<file path="src/hdl/tws_regs.vh">
// Constants for the two-wire register slave port
`ifndef TWS_REGS_VH
`define TWS_REGS_VH

// Chip address, seven bits, and where the two select pins land in it
`define TWS_DEV_ADDR 7'h38
`define TWS_SEL_LSB 1
// Register pointer value after any reset
`define TWS_PTR_RESET 8'h00
// Bit counter: last data bit index and acknowledge slot index
`define TWS_BIT_LAST 4'h7
`define TWS_BIT_ACK 4'h8
// Samples a line must hold before the filter accepts a new level
`define TWS_FILT_LEN 3
// Write buffer: register pointer byte plus data byte per word
`define TWS_FIFO_WIDTH 16
`define TWS_FIFO_DEPTH 16
`define TWS_FIFO_AW 4
// Idle level of synchronised pins: reg reset, sel1, sel0, sda, scl
`define TWS_PIN_IDLE 5'h1f

`endif

</file>
<file path="src/hdl/tws_fifo.v">
// Write-word buffer with registered output stage
`timescale 1ns/1ps
module tws_fifo #(
   parameter W = 16,
   parameter D = 16,
   parameter AW = 4
)
(
   input wire core_clk, // Core clock
   input wire nrst, // Asynchronous reset, active low
   input wire ce, // Clock enable
   input wire in_valid, // Word offered
   output wire in_ready, // Room for a word
   input wire [W-1:0] in_data, // Word in
   output reg out_valid, // Output word valid
   input wire out_ready, // Consumer takes the word
   output reg [W-1:0] out_data // Word out
);
   reg [W-1:0] mem_r [0:D-1];
   reg [AW-1:0] wp_r;
   reg [AW-1:0] rp_r;
   reg [AW:0] cnt_r;
   wire push;
   wire load;

   // Full when all store entries are taken
   assign in_ready = (cnt_r != D[AW:0]);
   assign push = in_valid & in_ready;
   assign load = (cnt_r != {(AW+1){1'b0}}) & (~out_valid | out_ready);

   // Store words by write index
   always @(posedge core_clk)
   begin
      if (ce && push)
      begin
         mem_r[wp_r] <= in_data;
      end
   end

   // Pointers, fill count and output stage
   always @(posedge core_clk or negedge nrst)
   begin
      if (!nrst)
      begin
         wp_r <= {AW{1'b0}};
         rp_r <= {AW{1'b0}};
         cnt_r <= {(AW+1){1'b0}};
         out_valid <= 1'b0;
         out_data <= {W{1'b0}};
      end
      else if (ce)
      begin
         if (push)
         begin
            wp_r <= wp_r + 1'b1;
         end
         if (load)
         begin
            rp_r <= rp_r + 1'b1;
            out_data <= mem_r[rp_r];
            out_valid <= 1'b1;
         end
         else if (out_ready)
         begin
            out_valid <= 1'b0;
         end
         if (push && !load)
         begin
            cnt_r <= cnt_r + 1'b1;
         end
         else if (load && !push)
         begin
            cnt_r <= cnt_r - 1'b1;
         end
      end
   end
endmodule // tws_fifo

</file>
<file path="src/hdl/tws_slave.v">
// Two-wire slave port giving a bus master byte access to internal registers
`timescale 1ns/1ps
`include "tws_regs.vh"
module tws_slave #(
   parameter FILT_LEN = `TWS_FILT_LEN,
   parameter FIFO_DEPTH = `TWS_FIFO_DEPTH,
   parameter FIFO_AW = `TWS_FIFO_AW
)
(
   input wire core_clk, // Core clock, 200 MHz
   input wire nrst, // Asynchronous reset, active low
   input wire ce, // Clock enable, freezes all state when low
   input wire scl_i, // Bus clock line level
   input wire sda_i, // Bus data line level
   output reg sda_o, // Data line drive value, always low
   output reg sda_oe, // Data line pulled low while high
   input wire array_select_pin_0, // Select pin 0
   input wire array_select_pin_1, // Select pin 1
   input wire addr_sel_en, // Global control bit 6 from register file
   input wire reg_rst_pin_n, // Register reset pin, active low
   output wire regs_rst_n, // Register file reset, active low
   output wire reg_wr_valid, // Register write request
   input wire reg_wr_ready, // Register file accepts write
   output wire [7:0] reg_wr_addr, // Register write index
   output wire [7:0] reg_wr_data, // Register write data
   output reg [7:0] reg_rd_addr, // Register read index, the pointer
   input wire [7:0] reg_rd_data, // Register read data, next cycle
   output reg bus_busy // Bus between start and stop
);
   // One-hot transfer states
   localparam [3:0] ST_LISTEN = 4'b0001;
   localparam [3:0] ST_ADACK = 4'b0010;
   localparam [3:0] ST_RX = 4'b0100;
   localparam [3:0] ST_TX = 4'b1000;

   wire [4:0] pin_f;
   wire scl_f;
   wire sda_f;
   wire [1:0] sel_f;
   wire scl_rise;
   wire scl_fall;
   wire start_det;
   wire stop_det;
   wire [7:0] byte_in;
   wire addr_hit;
   wire fifo_in_ready;
   wire fifo_push;
   wire [15:0] fifo_out;
   reg scl_d_r;
   reg sda_d_r;
   reg [3:0] state_r;
   reg [3:0] cnt_r;
   reg [7:0] sh_r;
   reg [7:0] tx_r;
   reg ptr_phase_r;
   reg ack_pend_r;
   reg rw_r;

   // Chip address, optionally steered by the select pins
   function [6:0] tws_chip_addr;
      input en;
      input [1:0] sel;
      begin
         tws_chip_addr = `TWS_DEV_ADDR;
         if (en)
         begin
            tws_chip_addr = `TWS_DEV_ADDR | ({5'h00, sel} << `TWS_SEL_LSB);
         end
      end
   endfunction

   // Pointer step after each byte moved
   // Wraps from the top register back to zero
   function [7:0] tws_ptr_inc;
      input [7:0] p;
      begin
         tws_ptr_inc = p + 8'h01;
      end
   endfunction

   // Synchronise and filter every pin before use
   tws_sync_filt #(
      .W(5),
      .FILT(FILT_LEN),
      .IDLE(`TWS_PIN_IDLE)
   ) u_sync (
      .core_clk(core_clk),
      .nrst(nrst),
      .ce(ce),
      .pin_in({reg_rst_pin_n, array_select_pin_1, array_select_pin_0, sda_i, scl_i}),
      .pin_out(pin_f)
   );

   assign scl_f = pin_f[0];
   assign sda_f = pin_f[1];
   assign sel_f = pin_f[3:2];
   // Register reset level goes straight from the filter flop
   assign regs_rst_n = pin_f[4];

   // Line events from filtered levels
   assign scl_rise = scl_f & ~scl_d_r;
   assign scl_fall = ~scl_f & scl_d_r;
   // Start and stop want SCL high in this sample and the one before
   assign start_det = scl_f & scl_d_r & sda_d_r & ~sda_f;
   assign stop_det = scl_f & scl_d_r & ~sda_d_r & sda_f;

   // Byte as it completes on the eighth rising edge, MSB first
   assign byte_in = {sh_r[6:0], sda_f};
   // Select pins reach the address only through the filter flops
   assign addr_hit = (byte_in[7:1] == tws_chip_addr(addr_sel_en, sel_f));

   // Data byte of a write goes into the buffer if it has room
   assign fifo_push = scl_rise & (state_r == ST_RX) & (cnt_r == `TWS_BIT_LAST)
      & ~ptr_phase_r & fifo_in_ready;

   // Write words wait here until the register file takes them
   // Holds sixteen stored words plus one in the output stage
   tws_fifo #(
      .W(`TWS_FIFO_WIDTH),
      .D(FIFO_DEPTH),
      .AW(FIFO_AW)
   ) u_fifo (
      .core_clk(core_clk),
      .nrst(nrst),
      .ce(ce),
      .in_valid(fifo_push),
      .in_ready(fifo_in_ready),
      .in_data({reg_rd_addr, byte_in}),
      .out_valid(reg_wr_valid),
      .out_ready(reg_wr_ready),
      .out_data(fifo_out)
   );

   assign reg_wr_addr = fifo_out[15:8];
   assign reg_wr_data = fifo_out[7:0];

   // Previous line levels for edge finding
   // Reset to the idle high level so leaving reset shows no false edge
   always @(posedge core_clk or negedge nrst)
   begin
      if (!nrst)
      begin
         scl_d_r <= 1'b1;
         sda_d_r <= 1'b1;
      end
      else if (ce)
      begin
         scl_d_r <= scl_f;
         sda_d_r <= sda_f;
      end
   end

   // Busy flag between start and stop
   // Start and stop need opposite data edges, so they never meet in one cycle
   always @(posedge core_clk or negedge nrst)
   begin
      if (!nrst)
      begin
         bus_busy <= 1'b0;
      end
      else if (ce)
      begin
         if (start_det)
         begin
            bus_busy <= 1'b1;
         end
         else if (stop_det)
         begin
            bus_busy <= 1'b0;
         end
      end
   end

   // Register pointer: set, stepped, cleared by register reset
   // A read steps it as well, even on the byte the master refuses
   always @(posedge core_clk or negedge nrst)
   begin
      if (!nrst)
      begin
         reg_rd_addr <= `TWS_PTR_RESET;
      end
      else if (ce)
      begin
         if (!regs_rst_n)
         begin
            reg_rd_addr <= `TWS_PTR_RESET;
         end
         else if (scl_rise && cnt_r == `TWS_BIT_LAST)
         begin
            if (state_r == ST_RX && ptr_phase_r)
            begin
               reg_rd_addr <= byte_in;
            end
            else if (fifo_push || state_r == ST_TX)
            begin
               reg_rd_addr <= tws_ptr_inc(reg_rd_addr);
            end
         end
      end
   end

   // Bit engine, address match, acknowledge and transmit
   always @(posedge core_clk or negedge nrst)
   begin
      if (!nrst)
      begin
         state_r <= ST_LISTEN;
         cnt_r <= 4'h0;
         sh_r <= 8'h00;
         tx_r <= 8'h00;
         ptr_phase_r <= 1'b0;
         ack_pend_r <= 1'b0;
         rw_r <= 1'b0;
         sda_oe <= 1'b0;
         sda_o <= 1'b0;
      end
      else if (ce)
      begin
         sda_o <= 1'b0;
         if (start_det || stop_det)
         begin
            // Any start or stop restarts byte framing and frees the line
            // A stale pointer phase is harmless: every write header sets it again
            state_r <= ST_LISTEN;
            cnt_r <= 4'h0;
            ack_pend_r <= 1'b0;
            sda_oe <= 1'b0;
         end
         else if (scl_rise)
         begin
            sh_r <= byte_in;
            if (cnt_r == `TWS_BIT_ACK)
            begin
               cnt_r <= 4'h0;
               if (state_r == ST_TX && sda_f)
               begin
                  state_r <= ST_LISTEN;
               end
            end
            else
            begin
               cnt_r <= cnt_r + 4'h1;
            end
            if (cnt_r == `TWS_BIT_LAST)
            begin
               case (state_r)
                  ST_LISTEN:
                  begin
                     // Matches with or without a start before it
                     // Only while listening, so bytes received in ST_RX or ST_TX never match
                     ack_pend_r <= addr_hit;
                     rw_r <= byte_in[0];
                  end
                  ST_RX:
                  begin
                     // Full buffer refuses the data byte with no-acknowledge
                     ack_pend_r <= ptr_phase_r | fifo_in_ready;
                     ptr_phase_r <= 1'b0;
                  end
                  default:
                  begin
                     ack_pend_r <= 1'b0;
                  end
               endcase
            end
         end
         else if (scl_fall)
         begin
            if (cnt_r == `TWS_BIT_ACK)
            begin
               // Acknowledge slot opens: receiver pulls low, sender lets go
               sda_oe <= ack_pend_r & (state_r != ST_TX);
               if (state_r == ST_LISTEN && ack_pend_r)
               begin
                  state_r <= ST_ADACK;
               end
            end
            else if (cnt_r == 4'h0)
            begin
               ack_pend_r <= 1'b0;
               case (state_r)
                  ST_ADACK:
                  begin
                     if (rw_r)
                     begin
                        state_r <= ST_TX;
                        tx_r <= reg_rd_data;
                        sda_oe <= ~reg_rd_data[7];
                     end
                     else
                     begin
                        state_r <= ST_RX;
                        ptr_phase_r <= 1'b1;
                        sda_oe <= 1'b0;
                     end
                  end
                  ST_TX:
                  begin
                     // Master acknowledged: next byte from the pointer
                     tx_r <= reg_rd_data;
                     sda_oe <= ~reg_rd_data[7];
                  end
                  default:
                  begin
                     sda_oe <= 1'b0;
                  end
               endcase
            end
            else if (state_r == ST_TX)
            begin
               // Next bit placed while the clock is low
               // The last bit is let go at the acknowledge slot fall
               tx_r <= {tx_r[6:0], 1'b0};
               sda_oe <= ~tx_r[6];
            end
         end
      end
   end
endmodule // tws_slave

</file>
<file path="src/hdl/tws_sync_filt.v">
// Two-flop synchroniser with a stable-level glitch filter per bit
`timescale 1ns/1ps
module tws_sync_filt #(
   parameter W = 5,
   parameter FILT = 3,
   parameter [W-1:0] IDLE = {W{1'b1}}
)
(
   input wire core_clk, // Core clock
   input wire nrst, // Asynchronous reset, active low
   input wire ce, // Clock enable
   input wire [W-1:0] pin_in, // Raw asynchronous inputs
   output reg [W-1:0] pin_out // Synchronised, filtered levels
);
   reg [W-1:0] s1_r;
   reg [W-1:0] s2_r;
   reg [W*FILT-1:0] hist_r;
   reg [W-1:0] all1;
   reg [W-1:0] all0;
   integer i;
   integer k;

   // Per bit: does the whole history agree on one level
   always @*
   begin
      all1 = {W{1'b1}};
      all0 = {W{1'b1}};
      for (i = 0; i < W; i = i + 1)
      begin
         for (k = 0; k < FILT; k = k + 1)
         begin
            all1[i] = all1[i] & hist_r[k*W+i];
            all0[i] = all0[i] & ~hist_r[k*W+i];
         end
      end
   end

   // Sync stages, history shift and filtered output
   always @(posedge core_clk or negedge nrst)
   begin
      if (!nrst)
      begin
         s1_r <= IDLE;
         s2_r <= IDLE;
         hist_r <= {FILT{IDLE}};
         pin_out <= IDLE;
      end
      else if (ce)
      begin
         s1_r <= pin_in;
         s2_r <= s1_r;
         hist_r <= {hist_r[W*(FILT-1)-1:0], s2_r};
         pin_out <= (pin_out | all1) & ~all0;
      end
   end
endmodule // tws_sync_filt

</file>
<file path="config.mk">
export PLATFORM = sky130hd
export DESIGN_NAME = tws_slave
export DESIGN_NICKNAME = d
export VERILOG_FILES = /design/src/hdl/tws_fifo.v /design/src/hdl/tws_slave.v /design/src/hdl/tws_sync_filt.v
export VERILOG_INCLUDE_DIRS = /design/src /design/src/hdl
export SDC_FILE = /design/constraint.sdc
export NUM_CORES = 1
export LEC_CHECK = 0
export BUFFER_PORTS_ARGS = -buffer_cell sky130_fd_sc_hd__buf_2
export CAP_MARGIN = 25
export CORE_MARGIN = 8
export CORE_UTILIZATION = 55
export CTS_CLUSTER_SIZE = 25
export DETAILED_ROUTE_END_ITERATION = 7
export PLACE_DENSITY = 0.72
export SYNTH_ARGS = -nofsm -noshare
export SYNTH_HDL_FRONTEND = slang
export SYNTH_SLANG_ARGS = --single-unit
</file>
<file path="constraint.sdc">
create_clock -name core_clk -period 4.97 [get_ports core_clk]
set_clock_uncertainty 0.1 [all_clocks]
set_input_delay 0 -clock core_clk [delete_from_list [all_inputs] [get_ports core_clk]]
set_output_delay 0 -clock core_clk [all_outputs]
set_load 0.05 [all_outputs]
</file>
Word level (Yosys, flattened, before mapping). Memory sizes are Yosys's and may differ from the RTL's. A register that Yosys moved wholly into a read port is not among the register bits. Index checks and enable logic that the tools add are counted.

Bits in registers: 81. Bits in writable memories: 256. Bits of input ports: 18. Output and inout port bits: 29. Word-level logic and storage cells: 210. Memories: 1.

Memories: u_fifo.mem_r (words 16, bits a word 16, rd ports 1, clocked after Yosys merged registers in 1, write ports 1, line tws_fifo.v:19) `reg [W-1:0] mem_r [0:D-1];`.

Add/subtract/negate cells: 6. Equality and inequality tests: 22. Multiplexer cells: 53. Bitwise logic cells: 65. Reductions and logical operators: 43.

Operators with widths (number): 4-bit two-way mux (13); 1-bit AND (34); 8-bit two-way mux (4); 1-bit two-way mux (27); 1-bit NOT (26); 7-bit two-way mux (3); 2-bit nonzero test (10); 7-bit one-hot mux with 2 select lines (1); 4-bit by 1-bit adder with 4-bit output, second input constant (3); 2-bit AND reduction (6); 3-bit nonzero test (4); 5-bit two-way mux (2); 5-bit AND reduction (2); 3-bit by 1-bit != test with 1-bit output, second input constant (3); 3-bit != test, second input constant (3); 9-bit AND reduction (1); 8-bit by 1-bit adder with 8-bit output, second input constant (1); 4-bit by 3-bit equality test with 1-bit output, second input constant (2); 4-bit equality test, second input constant (2); 8-bit AND reduction (1); 7-bit by 6-bit equality test with 1-bit output (1); 1-bit logical AND (7); 7-bit AND reduction (1); 2-bit by 1-bit != test with 1-bit output, second input constant (3); other kinds (21) (29).

Longest topological paths before layout. Gate-level depths: netlist (run 1).

Word-level depth: 11. Gate-level depth with buffers: 12. Mapped depth without buffers: 12.

Hierarchy. Synthesis (run 1) repeated with hierarchy kept, for this count alone.

Cells, all modules: 838. Area, all modules: 14725.4 sq um.

Modules (own cells, without submodules): tws_fifo (instances 1, cells each 521, area an instance 11193.2 sq um, sequential area each 8438.1 sq um); tws_slave (instances 1, cells each 238, area an instance 2187.1 sq um, sequential area each 929.6 sq um); tws_sync_filt (instances 1, cells each 79, area an instance 1345.0 sq um, sequential area each 788.3 sq um).

Worst setup path after synthesis (run 1). OpenSTA, ideal clock, no wires.

Path kind: reg-to-reg. Start point: reg state_r[1]. End point: mem u_fifo.mem_r[2][0], enable pin. Setup time: 430 ps. Arrival: 3140 ps. Required time: 4440 ps. Path slack: 1300 ps. Cell stages (with the launch flop): 5. Path buffers: 0. Period minus slack after synthesis: 3670 ps. Cells stage by stage: dfrtp_1 > or4b_4 > a2111oi_4 > nand2_4 > nor4_1.

Longest elaborated chain between the ends: 9.

RTL lines: start, declared (line tws_slave.v:51) `reg [3:0] state_r;`; start signal, assigned (line tws_slave.v:207) `state_r <= ST_LISTEN;`; start signal, assigned (line tws_slave.v:224) `state_r <= ST_LISTEN;`; start signal, assigned (line tws_slave.v:237) `state_r <= ST_LISTEN;`; 4-bit by 3-bit equality test with 1-bit output (line tws_slave.v:113) `` assign fifo_push = scl_rise & (state_r == ST_RX) & (cnt_r == `TWS_BIT_LAST) ``; 1-bit AND (4 in a row) (line tws_slave.v:113); 1-bit AND (line tws_fifo.v:28) `assign push = in_valid & in_ready;`; 1-bit logical AND (line tws_fifo.v:34) `if (ce && push)`; 1-bit two-way mux (line tws_fifo.v:34); 1-bit two-way mux (not written as such) (line tws_fifo.v:36) `mem_r[wp_r] <= in_data;`; end, declared (line tws_fifo.v:19).

No other way between the ends.

Worst setup path after layout (run 1).
Start point: reg u_sync.pin_out[0]. End point: reg u_fifo.cnt_r[4].

Longest elaborated chain between the ends: 10. Elaborated cells between the ends (all ways): 12. Classes of those cells: mux: 1; bitwise: 6; reduce/logical: 5.

RTL lines: start, declared (line tws_sync_filt.v:13) `output reg [W-1:0] pin_out`; start signal, assigned (line tws_sync_filt.v:53) `pin_out <= (pin_out | all1) & ~all0;`; 1-bit AND (*) (line tws_slave.v:101) `assign scl_rise = scl_f & ~scl_d_r;`; 1-bit AND (*) (4 in a row) (line tws_slave.v:113); 1-bit AND (*) (line tws_fifo.v:28); 1-bit logical NOT (line tws_fifo.v:71) `else if (load && !push)`; 1-bit logical AND (line tws_fifo.v:71); 2-bit nonzero test (no line); 2-bit AND reduction (no line); end signal, assigned (line tws_fifo.v:47) `cnt_r <= {(AW+1){1'b0}};`; end signal, assigned (line tws_fifo.v:69) `cnt_r <= cnt_r + 1'b1;`; end signal, assigned (line tws_fifo.v:73) `cnt_r <= cnt_r - 1'b1;`; end, declared (line tws_fifo.v:22) `reg [AW:0] cnt_r;`.

Mark *: on every way between the ends. The rest lies on a longest branch, timed or not. A chain may end at the register's enable or synchronous reset.

==> results by group, run 1 <==
Clock network
  – Reg clk slew, reported paths: 60 ps
  – Hold Buf Count CTS: 17
  – Root cell of the clock tree: clkbuf_16
  – H-Tree Depth: 2
  – Clk_lat worst skew: between 500 and 600 ps
  – Total clock sinks: around 350
  – Post-CTS Setup Bufs: 0
  – Clock buffer depth: 3
  – CTS tree: done
  – Inserted Clock Buffers: 38
  – Resize count post-CTS: 0

Timing
  – Setup violators final: 0
  – Final min period: 3760 ps
  – Final Hold Viols: 0
  – Worst Tran Pin Value: between 1000 and 1500 ps
  – RSZ-0062 raised after global routing: false
  – Sum Neg Setup Slack: 0 ps
  – Worst slew margin: 31.8%
  – Period Utilization, post-route: approximately three quarters
  – Slew Viols, Final: 0
  – Max Freq: approximately 270 MHz

Synth
  – Library cells used by synthesis: 58
  – Leading area contributor after synthesis: edfxtp_1
  – Yosys warning count: 0
  – Post-synth net total: 866
  – FF+latch count, synth: about 350
  – Share of the synthesized area in the top cell type: between 50 and 60%
  – Number of flops mapped to enable cells by yosys: 256
  – FFs w/ async S/R, synth: 27.5%
  – Top FF cell, synth: edfxtp_1
  – Register area share after synthesis: a little over two thirds
  – Synthesized cell area: approximately 0.015 mm^2
  – Synth top area cells: edfxtp_1 (53%), dfrtp_1 (11%), mux4_2 (9.9%)
  – Mapped Cells: 832
  – Post-Syn Area per Cell: between 15 and 20 um^2

Floorplan
  – I/O Pins: 47
  – Die area: between 0.03 and 0.04 mm^2
  – Chip Height: about 180 um
  – Die W: 178 um
  – Starting density of the core: a little under three fifths
  – Num rows: a little under 60
  – Core Region: 0.0260 mm^2

GRT
  – Vias in the first global route: 7897
  – Largest net degree at the start of global routing: 64
  – Total GRT Usage: 19.3%
  – GRT Residual Overflow: 0
  – Initial antenna violation count: 1
  – First-pass GRT wire length: 46300 um

Worst setup path
  – CP required: 5300 ps
  – Critical path peak fanout: 16
  – Crit path capture type: flop
  – Worst path arrival time: 4080 ps
  – Crit start category: flop
  – CP bufs+invs: 1
  – Worst-path cell chain: ha_1, nand3_1, a2111oi_4, ha_1, inv_1, ha_1, nor2b_1, o21a_1, or3_1, a21oi_1, xnor2_1
  – Setup CP Type: reg2reg
  – Worst stage delay on the critical path: 610 ps
  – Crit path max-delay cell type: a2111oi_4
  – Cell repeated most along the worst path: ha_1
  – Top Family by Delay on Critical Path: adder cells

Hold path
  – Hold crit path type: in2async

Placed design
  – Port Buffers: 45
  – Gpl congestion: 0.850
  – Cells after DPL: between 1000 and 1500
  – Hpwl dp: approximately 18000 um
  – Placed inst area: around 0.015 mm^2

Drt
  – Routed len/inst: about 23 um
  – Max Used Layer: met5
  – Number of DRC markers in iteration 0: 564
  – Wire length on met2: 14900 um
  – Vias after detailed routing: between 7000 and 8000
  – Met1 WL: between 10000 and 15000 um
  – Via density: around 6.1
  – Routed wl met3: a little over 2000 um
  – Total Wirelength: about 30000 um
  – Detailed Routing Iterations Pass 1: 5
  – # DRC: 0
  – Final antenna-violating net count: 0

Layout
  – Final core occ: between 60% and 70%
  – Leading cell types in the layout, fill and taps excluded: edfxtp_1 (256), mux4_2 (64), dfrtp_1 (61)
  – Final net count: around 940
  – Final Non-Filler Cells: approximately 1300
  – Leading cell type in the layout, fill and taps excluded: edfxtp_1
  – Share of post-route cells with drive strength above 1: ~30%
  – N_diodes: 0
  – Final instance area: between 0.015 and 0.02 mm^2
  – Area Overhead vs Synth: 14.2%

Pwr
  – Worst ir drop on vdd: about 550 uV
  – PD cells: around 510 mW/mm^2
  – Leak: just over 6 nW

Outcome
  – Outcome: complete, no violations

Job
  – MaxCap Viol Count: 0
==> final timing paths <==
path	startpoint	end	slack, ps	cells after the start
min in group core_clk	array_select_pin_0	u_sync.s1_r[2]$_DFFE_PN1P_	160	3
min	nrst	reg_rd_addr[3]$_DFFE_PN0P_	20	2
max reg2reg	u_sync.pin_out[0]$_DFFE_PN1P_	u_fifo.cnt_r[4]$_DFFE_PN0P_	1220	11
max	u_sync.pin_out[0]$_DFFE_PN1P_	u_fifo.cnt_r[4]$_DFFE_PN0P_	1220	11
max in group asynchronous	nrst	u_fifo.rp_r[3]$_DFFE_PN0P_	3710	3
min reg2reg	u_fifo.out_data[7]$_DFFE_PN0P_	u_fifo.out_data[7]$_DFFE_PN0P_	380	2
==> final cells by class <==
cell class / count / area [um^2]
clock buffers: 50 / 1050
clock inverters: 19 / 226
fillers: 1793 / 9400
inverters: 24 / 90.1
multi-input cells: 415 / 4140
flip-flops and latches: 353 / 10200
well taps: 335 / 419
repair buffers: 73 / 500
==> layer usage <==
layer  vias to the layer above  track usage (%)
met5                         -                0
met4                         2             5.03
met3                        52             4.09
met2                       255             31.8
met1                      4001             25.7
li1                       3429                -
==> per-stage QoR <==
step / hold WS (ps) / setup WS (ps) / power (mW)
global placement: 35.5 / 1320 / 5.59
CTS: 19.9 / 1220 / 8.48
detailed placement: 32.5 / 1250 / 5.62
finish: 20.3 / 1220 / 8.43
global route: 104 / 998 / 8.77
floorplan: -396 / 1300 / 5.13
==> registers in the layout (all words and copies together) (netlist names), 5 cells and up <==
name             count
tx_r                 7
u_fifo.out_data     16
sh_r                 7
u_sync.s1_r          5
reg_rd_addr          8
u_sync.pin_out       5
u_sync.hist_r       15
u_sync.s2_r          5
u_fifo.cnt_r         5
u_fifo.mem_r       256
==> logic make-up (layout without fill, tap and decap cells) <==
kind of cell	Yosys count	after routing	share of synthesized area, %
fa+ha+maj	16	16	1.43
flops	353	353	70.0
simple gates	134	134	4.92
compound gates	102	102	4.95
mux	145	145	15.9
other cells	1	1	0.0258
buf+inv	64	166	1.78
xor+xnor	17	17	1.03
==> report_power, final <==
part	total (mW)	internal (mW)	switching (mW)
registers	3.90	3.47	0.435
clock network	2.85	1.75	1.10
logic	1.67	0.757	0.917
==> cell usage after synthesis, drive strengths merged (15+ instances only) <==
cell type,count
clkbuf,19
edfxtp,256
o221ai,16
ha,15
a21oi,16
mux2,45
dfstp,33
dfrtp,64
inv,24
nor2,18
nand2,48
mux2i,36
o21ai,25
buf,21
mux4,64
Note: power is estimated with default switching activity, not from simulation.
==> inputs of run 2 (changes only) <==
--- a/config.mk
+++ b/config.mk
@@ -12,7 +12,7 @@
 export CORE_UTILIZATION = 55
 export CTS_CLUSTER_SIZE = 25
 export DETAILED_ROUTE_END_ITERATION = 7
-export PLACE_DENSITY = 0.72
+export PLACE_DENSITY = 0.75
 export SYNTH_ARGS = -nofsm -noshare
 export SYNTH_HDL_FRONTEND = slang
 export SYNTH_SLANG_ARGS = --single-unit
==> constraint.sdc (replaced) <==
create_clock -name core_clk -period 3.1 [get_ports core_clk]
set_clock_uncertainty 0.1 [all_clocks]
set_input_delay 0 -clock core_clk [delete_from_list [all_inputs] [get_ports core_clk]]
set_output_delay 0 -clock core_clk [all_outputs]
set_load 0.05 [all_outputs]
==> run 2 against run 1 <==
  * The run now ends with hold timing left
  * Clock power rose by 47%
  * Die area stayed put
  * Total power grew 58%
  * Flip-flop and latch count did not move
  * Combinational power grew 79%
  * First-iteration DRC count is 27% higher
  * Critical path type unchanged
  * Highest routed layer is now met4
==> results by group, run 2 (same netlist as run 1, synthesis figures left out) <==
Clock network
  – Root cell of the clock tree: clkbuf_16
  – CTS tree: done
  – H-Tree Depth: 2 (unchanged)
  – Reg clk slew, reported paths: 60 ps (about the same)
  – Total clock sinks: 353 (unchanged)
  – Clk_lat worst skew: 510 ps (about the same)
  – Inserted Clock Buffers: 37 (-2.6%)
  – Clock buffer depth: 3 (unchanged)

GRT
  – Vias in the first global route: 8182 (+3.6%)
  – Initial antenna violation count: 0 (-1)
  – GRT Residual Overflow: 0 (unchanged)
  – Total GRT Usage: 20.1% (+0.81 points)
  – Largest net degree at the start of global routing: 56 (-13%)
  – First-pass GRT wire length: 48200 um (+4.2%)

Worst setup path
  – Beginning of the worst register-to-register path: state_r[1]$_DFFE_PN0P_
  – Critical path peak fanout: 4 (-12)
  – Worst path arrival time: 3270 ps (-810 ps)
  – Crit path max-delay cell type: or4b_4
  – Setup crit end: u_fifo.cnt_r[4]$_DFFE_PN0P_
  – Worst stage delay on the critical path: 580 ps (-30 ps)
  – CP required: 3440 ps (-1860 ps)
  – Setup CP Type: reg2reg
  – Crit path capture type: flop
  – FF-to-FF setup slack: 170 ps (-1040 ps)
  – Crit start category: flop
  – Worst R2R End: u_fifo.cnt_r[4]$_DFFE_PN0P_
  – Worst-path cell chain: or4b_4, a2111oi_4, ha_2, inv_2, ha_4, nor2b_1, o21a_1, or3_1, a21oi_2, xnor2_1
  – R2R depth: 10 (-1)
  – Crit path from: state_r[1]$_DFFE_PN0P_

Layout
  – Final Non-Filler Cells: 1301 (+2.5%)
  – Max FFs per register: 256 (unchanged)
  – Leading cell type in the layout, fill and taps excluded: edfxtp_1
  – Area Overhead vs Synth: 15.7%
  – Final net count: 973 (+3.6%)
  – Share of post-route cells with drive strength above 1: 32.3% (+2.5 points)
  – Reg with most FFs: u_fifo.mem_r
  – Leading cell types in the layout, fill and taps excluded: edfxtp_1 (256), mux4_2 (64), dfrtp_1 (61)
  – N_diodes: 0 (unchanged)
  – Leading registers by flop count: u_fifo.mem_r x256, u_fifo.out_data x16, u_sync.hist_r x15
  – Final instance area: 0.0168 mm^2 (+1.2%)
  – Layout fillers: 1757 (-2.0%)

Timing
  – Period Utilization, post-route: 94.5% (+19 points)
  – Worst slew margin: 33.5% (+1.7 points)
  – Worst hold slack: -11.2 ps (-31.5 ps)
  – Sum Neg Setup Slack: 0 ps (unchanged)
  – Worst Tran Pin Value: 992 ps (-25.1 ps)
  – Final min period: 2930 ps (-825 ps)
  – Max Freq: 341 MHz (+28%)
  – Slew Viols, Final: 0 (unchanged)
  – Final Hold Viols: 2 (+2)
  – Setup violators final: 0 (unchanged)

Drt
  – Wire length on met2: 15700 um (+5.4%)
  – Total Wirelength: 31200 um (+4.7%)
  – Vias after detailed routing: 7920 (+2.3%)
  – Detailed Routing Iterations Pass 1: 5 (unchanged)
  – Final antenna-violating net count: 0 (unchanged)
  – Met1 WL: 12700 um (+3.0%)
  – Max Used Layer: met4
  – Number of DRC markers in iteration 0: 717 (+27%)
  – Routed wl met3: 1890 um (-7.0%)
  – # DRC: 0 (unchanged)
  – Routed len/inst: 24.0 um (+2.1%)
  – Via density: 6.09 (-0.18%)

Floorplan
  – Chip Height: 178 um (unchanged)
  – Starting density of the core: 55.9% (unchanged)
  – Die area: 0.0318 mm^2 (unchanged)
  – I/O Pins: 47 (unchanged)
  – Num rows: 59 (unchanged)
  – Core Region: 0.0260 mm^2 (unchanged)
  – Die W: 178 um (unchanged)

Outcome
  – Outcome: complete, but fails checks
  – Failing checks: hold timing

Placed design
  – Placed inst area: 0.0154 mm^2 (+2.1%)
  – Gpl congestion: 0.875 (+2.9%)
  – Port Buffers: 45 (unchanged)
  – Cells after DPL: 1216 (+2.9%)
  – Hpwl dp: 19100 um (+6.3%)

Pwr
  – Pwr Total: 13.3 mW (+58%)
  – PD cells: 793 mW/mm^2 (+56%)
  – Worst ir drop on vdd: 690 uV (+25%)
  – Leak: 6.19 nW (+0.76%)

Hold path
  – Hold crit path type: in2async

Job
  – MaxCap Viol Count: 0 (unchanged)
==> run 2: cell count changes in the layout (fill, tap and decap cells not counted), moves of 2 or more <==
cell	change
buf_4	+31
buf_12	+5
clkbuf_8	+4
clkinv_2	-4
bufinv_16	-3
clkbuf_16	-3
ha_1	-3
clkinv_1	+2
ha_2	+2
==> run 2: worst max-delay path: cells and delay by family (launching register included) <==
family | cells | cell delay (ps)
flops | 1 | 370
xor+xnor | 1 | 130
fa+ha+maj | 2 | 490
compound gates | 3 | 670
buf+inv | 1 | 60
simple gates | 3 | 1020
==> run 2: where the power goes <==
part,internal [mW],switching (mW),leakage (nW)
combinational,1.32,1.67,2.03
clock,2.49,1.70,0.560
sequential,5.57,0.561,3.61
==> run 2: worst min path at each step <==
| stage | from | endpoint | cells after the start |
|---|---|---|---|
| 2_1_floorplan | nrst | ack_pend_r$_DFFE_PN0P_ | 0 |
| 3_3_place_gp | nrst | cnt_r[3]$_DFFE_PN0P_ | 1 |
| 3_5_place_dp | nrst | cnt_r[3]$_DFFE_PN0P_ | 1 |
| 4_1_cts | nrst | cnt_r[3]$_DFFE_PN0P_ | 2 |
| 5_1_grt | nrst | cnt_r[3]$_DFFE_PN0P_ | 2 |
| 6_report | nrst | cnt_r[3]$_DFFE_PN0P_ | 2 |
==> run 2: metrics by stage <==
| step | util, % | worst slack [ps] |
|---|---|---|
| after CTS | 64.5 | 58.0 |
| after global placement | 59.4 | 96.6 |
| final | 64.6 | 170 |
| after floorplan | - | -549 |
| after detailed placement | 59.4 | 57.6 |
| after global routing | 64.6 | -3.75 |
==> run 2: area by class of cell <==
class	count	area (um^2)	area share (%)
sequential	353	10200	60.5
multi-input combinational	415	4160	24.8
clock buffer	52	1030	6.15
timing repair buffer	108	806	4.80
tap	335	419	2.50
clock inverter	14	121	0.723
inverter	24	90.1	0.537
==> run 2: timing repair <==
item | 4_1_cts | 5_1_grt
hold buffers | 17 | 0
endpoints found under the hold margin | 69 | 0
gates resized for setup | 0 | 3
setup endpoints to repair | 0 | 1
setup buffers | 0 | 2
==> run 2: per-layer routing <==
layer | GRT usage [%] | up-vias
met5 | 0 | -
met4 | 6.61 | 0
met3 | 2.79 | 60
met2 | 34.5 | 284
met1 | 26.1 | 4083
li1 | - | 3493
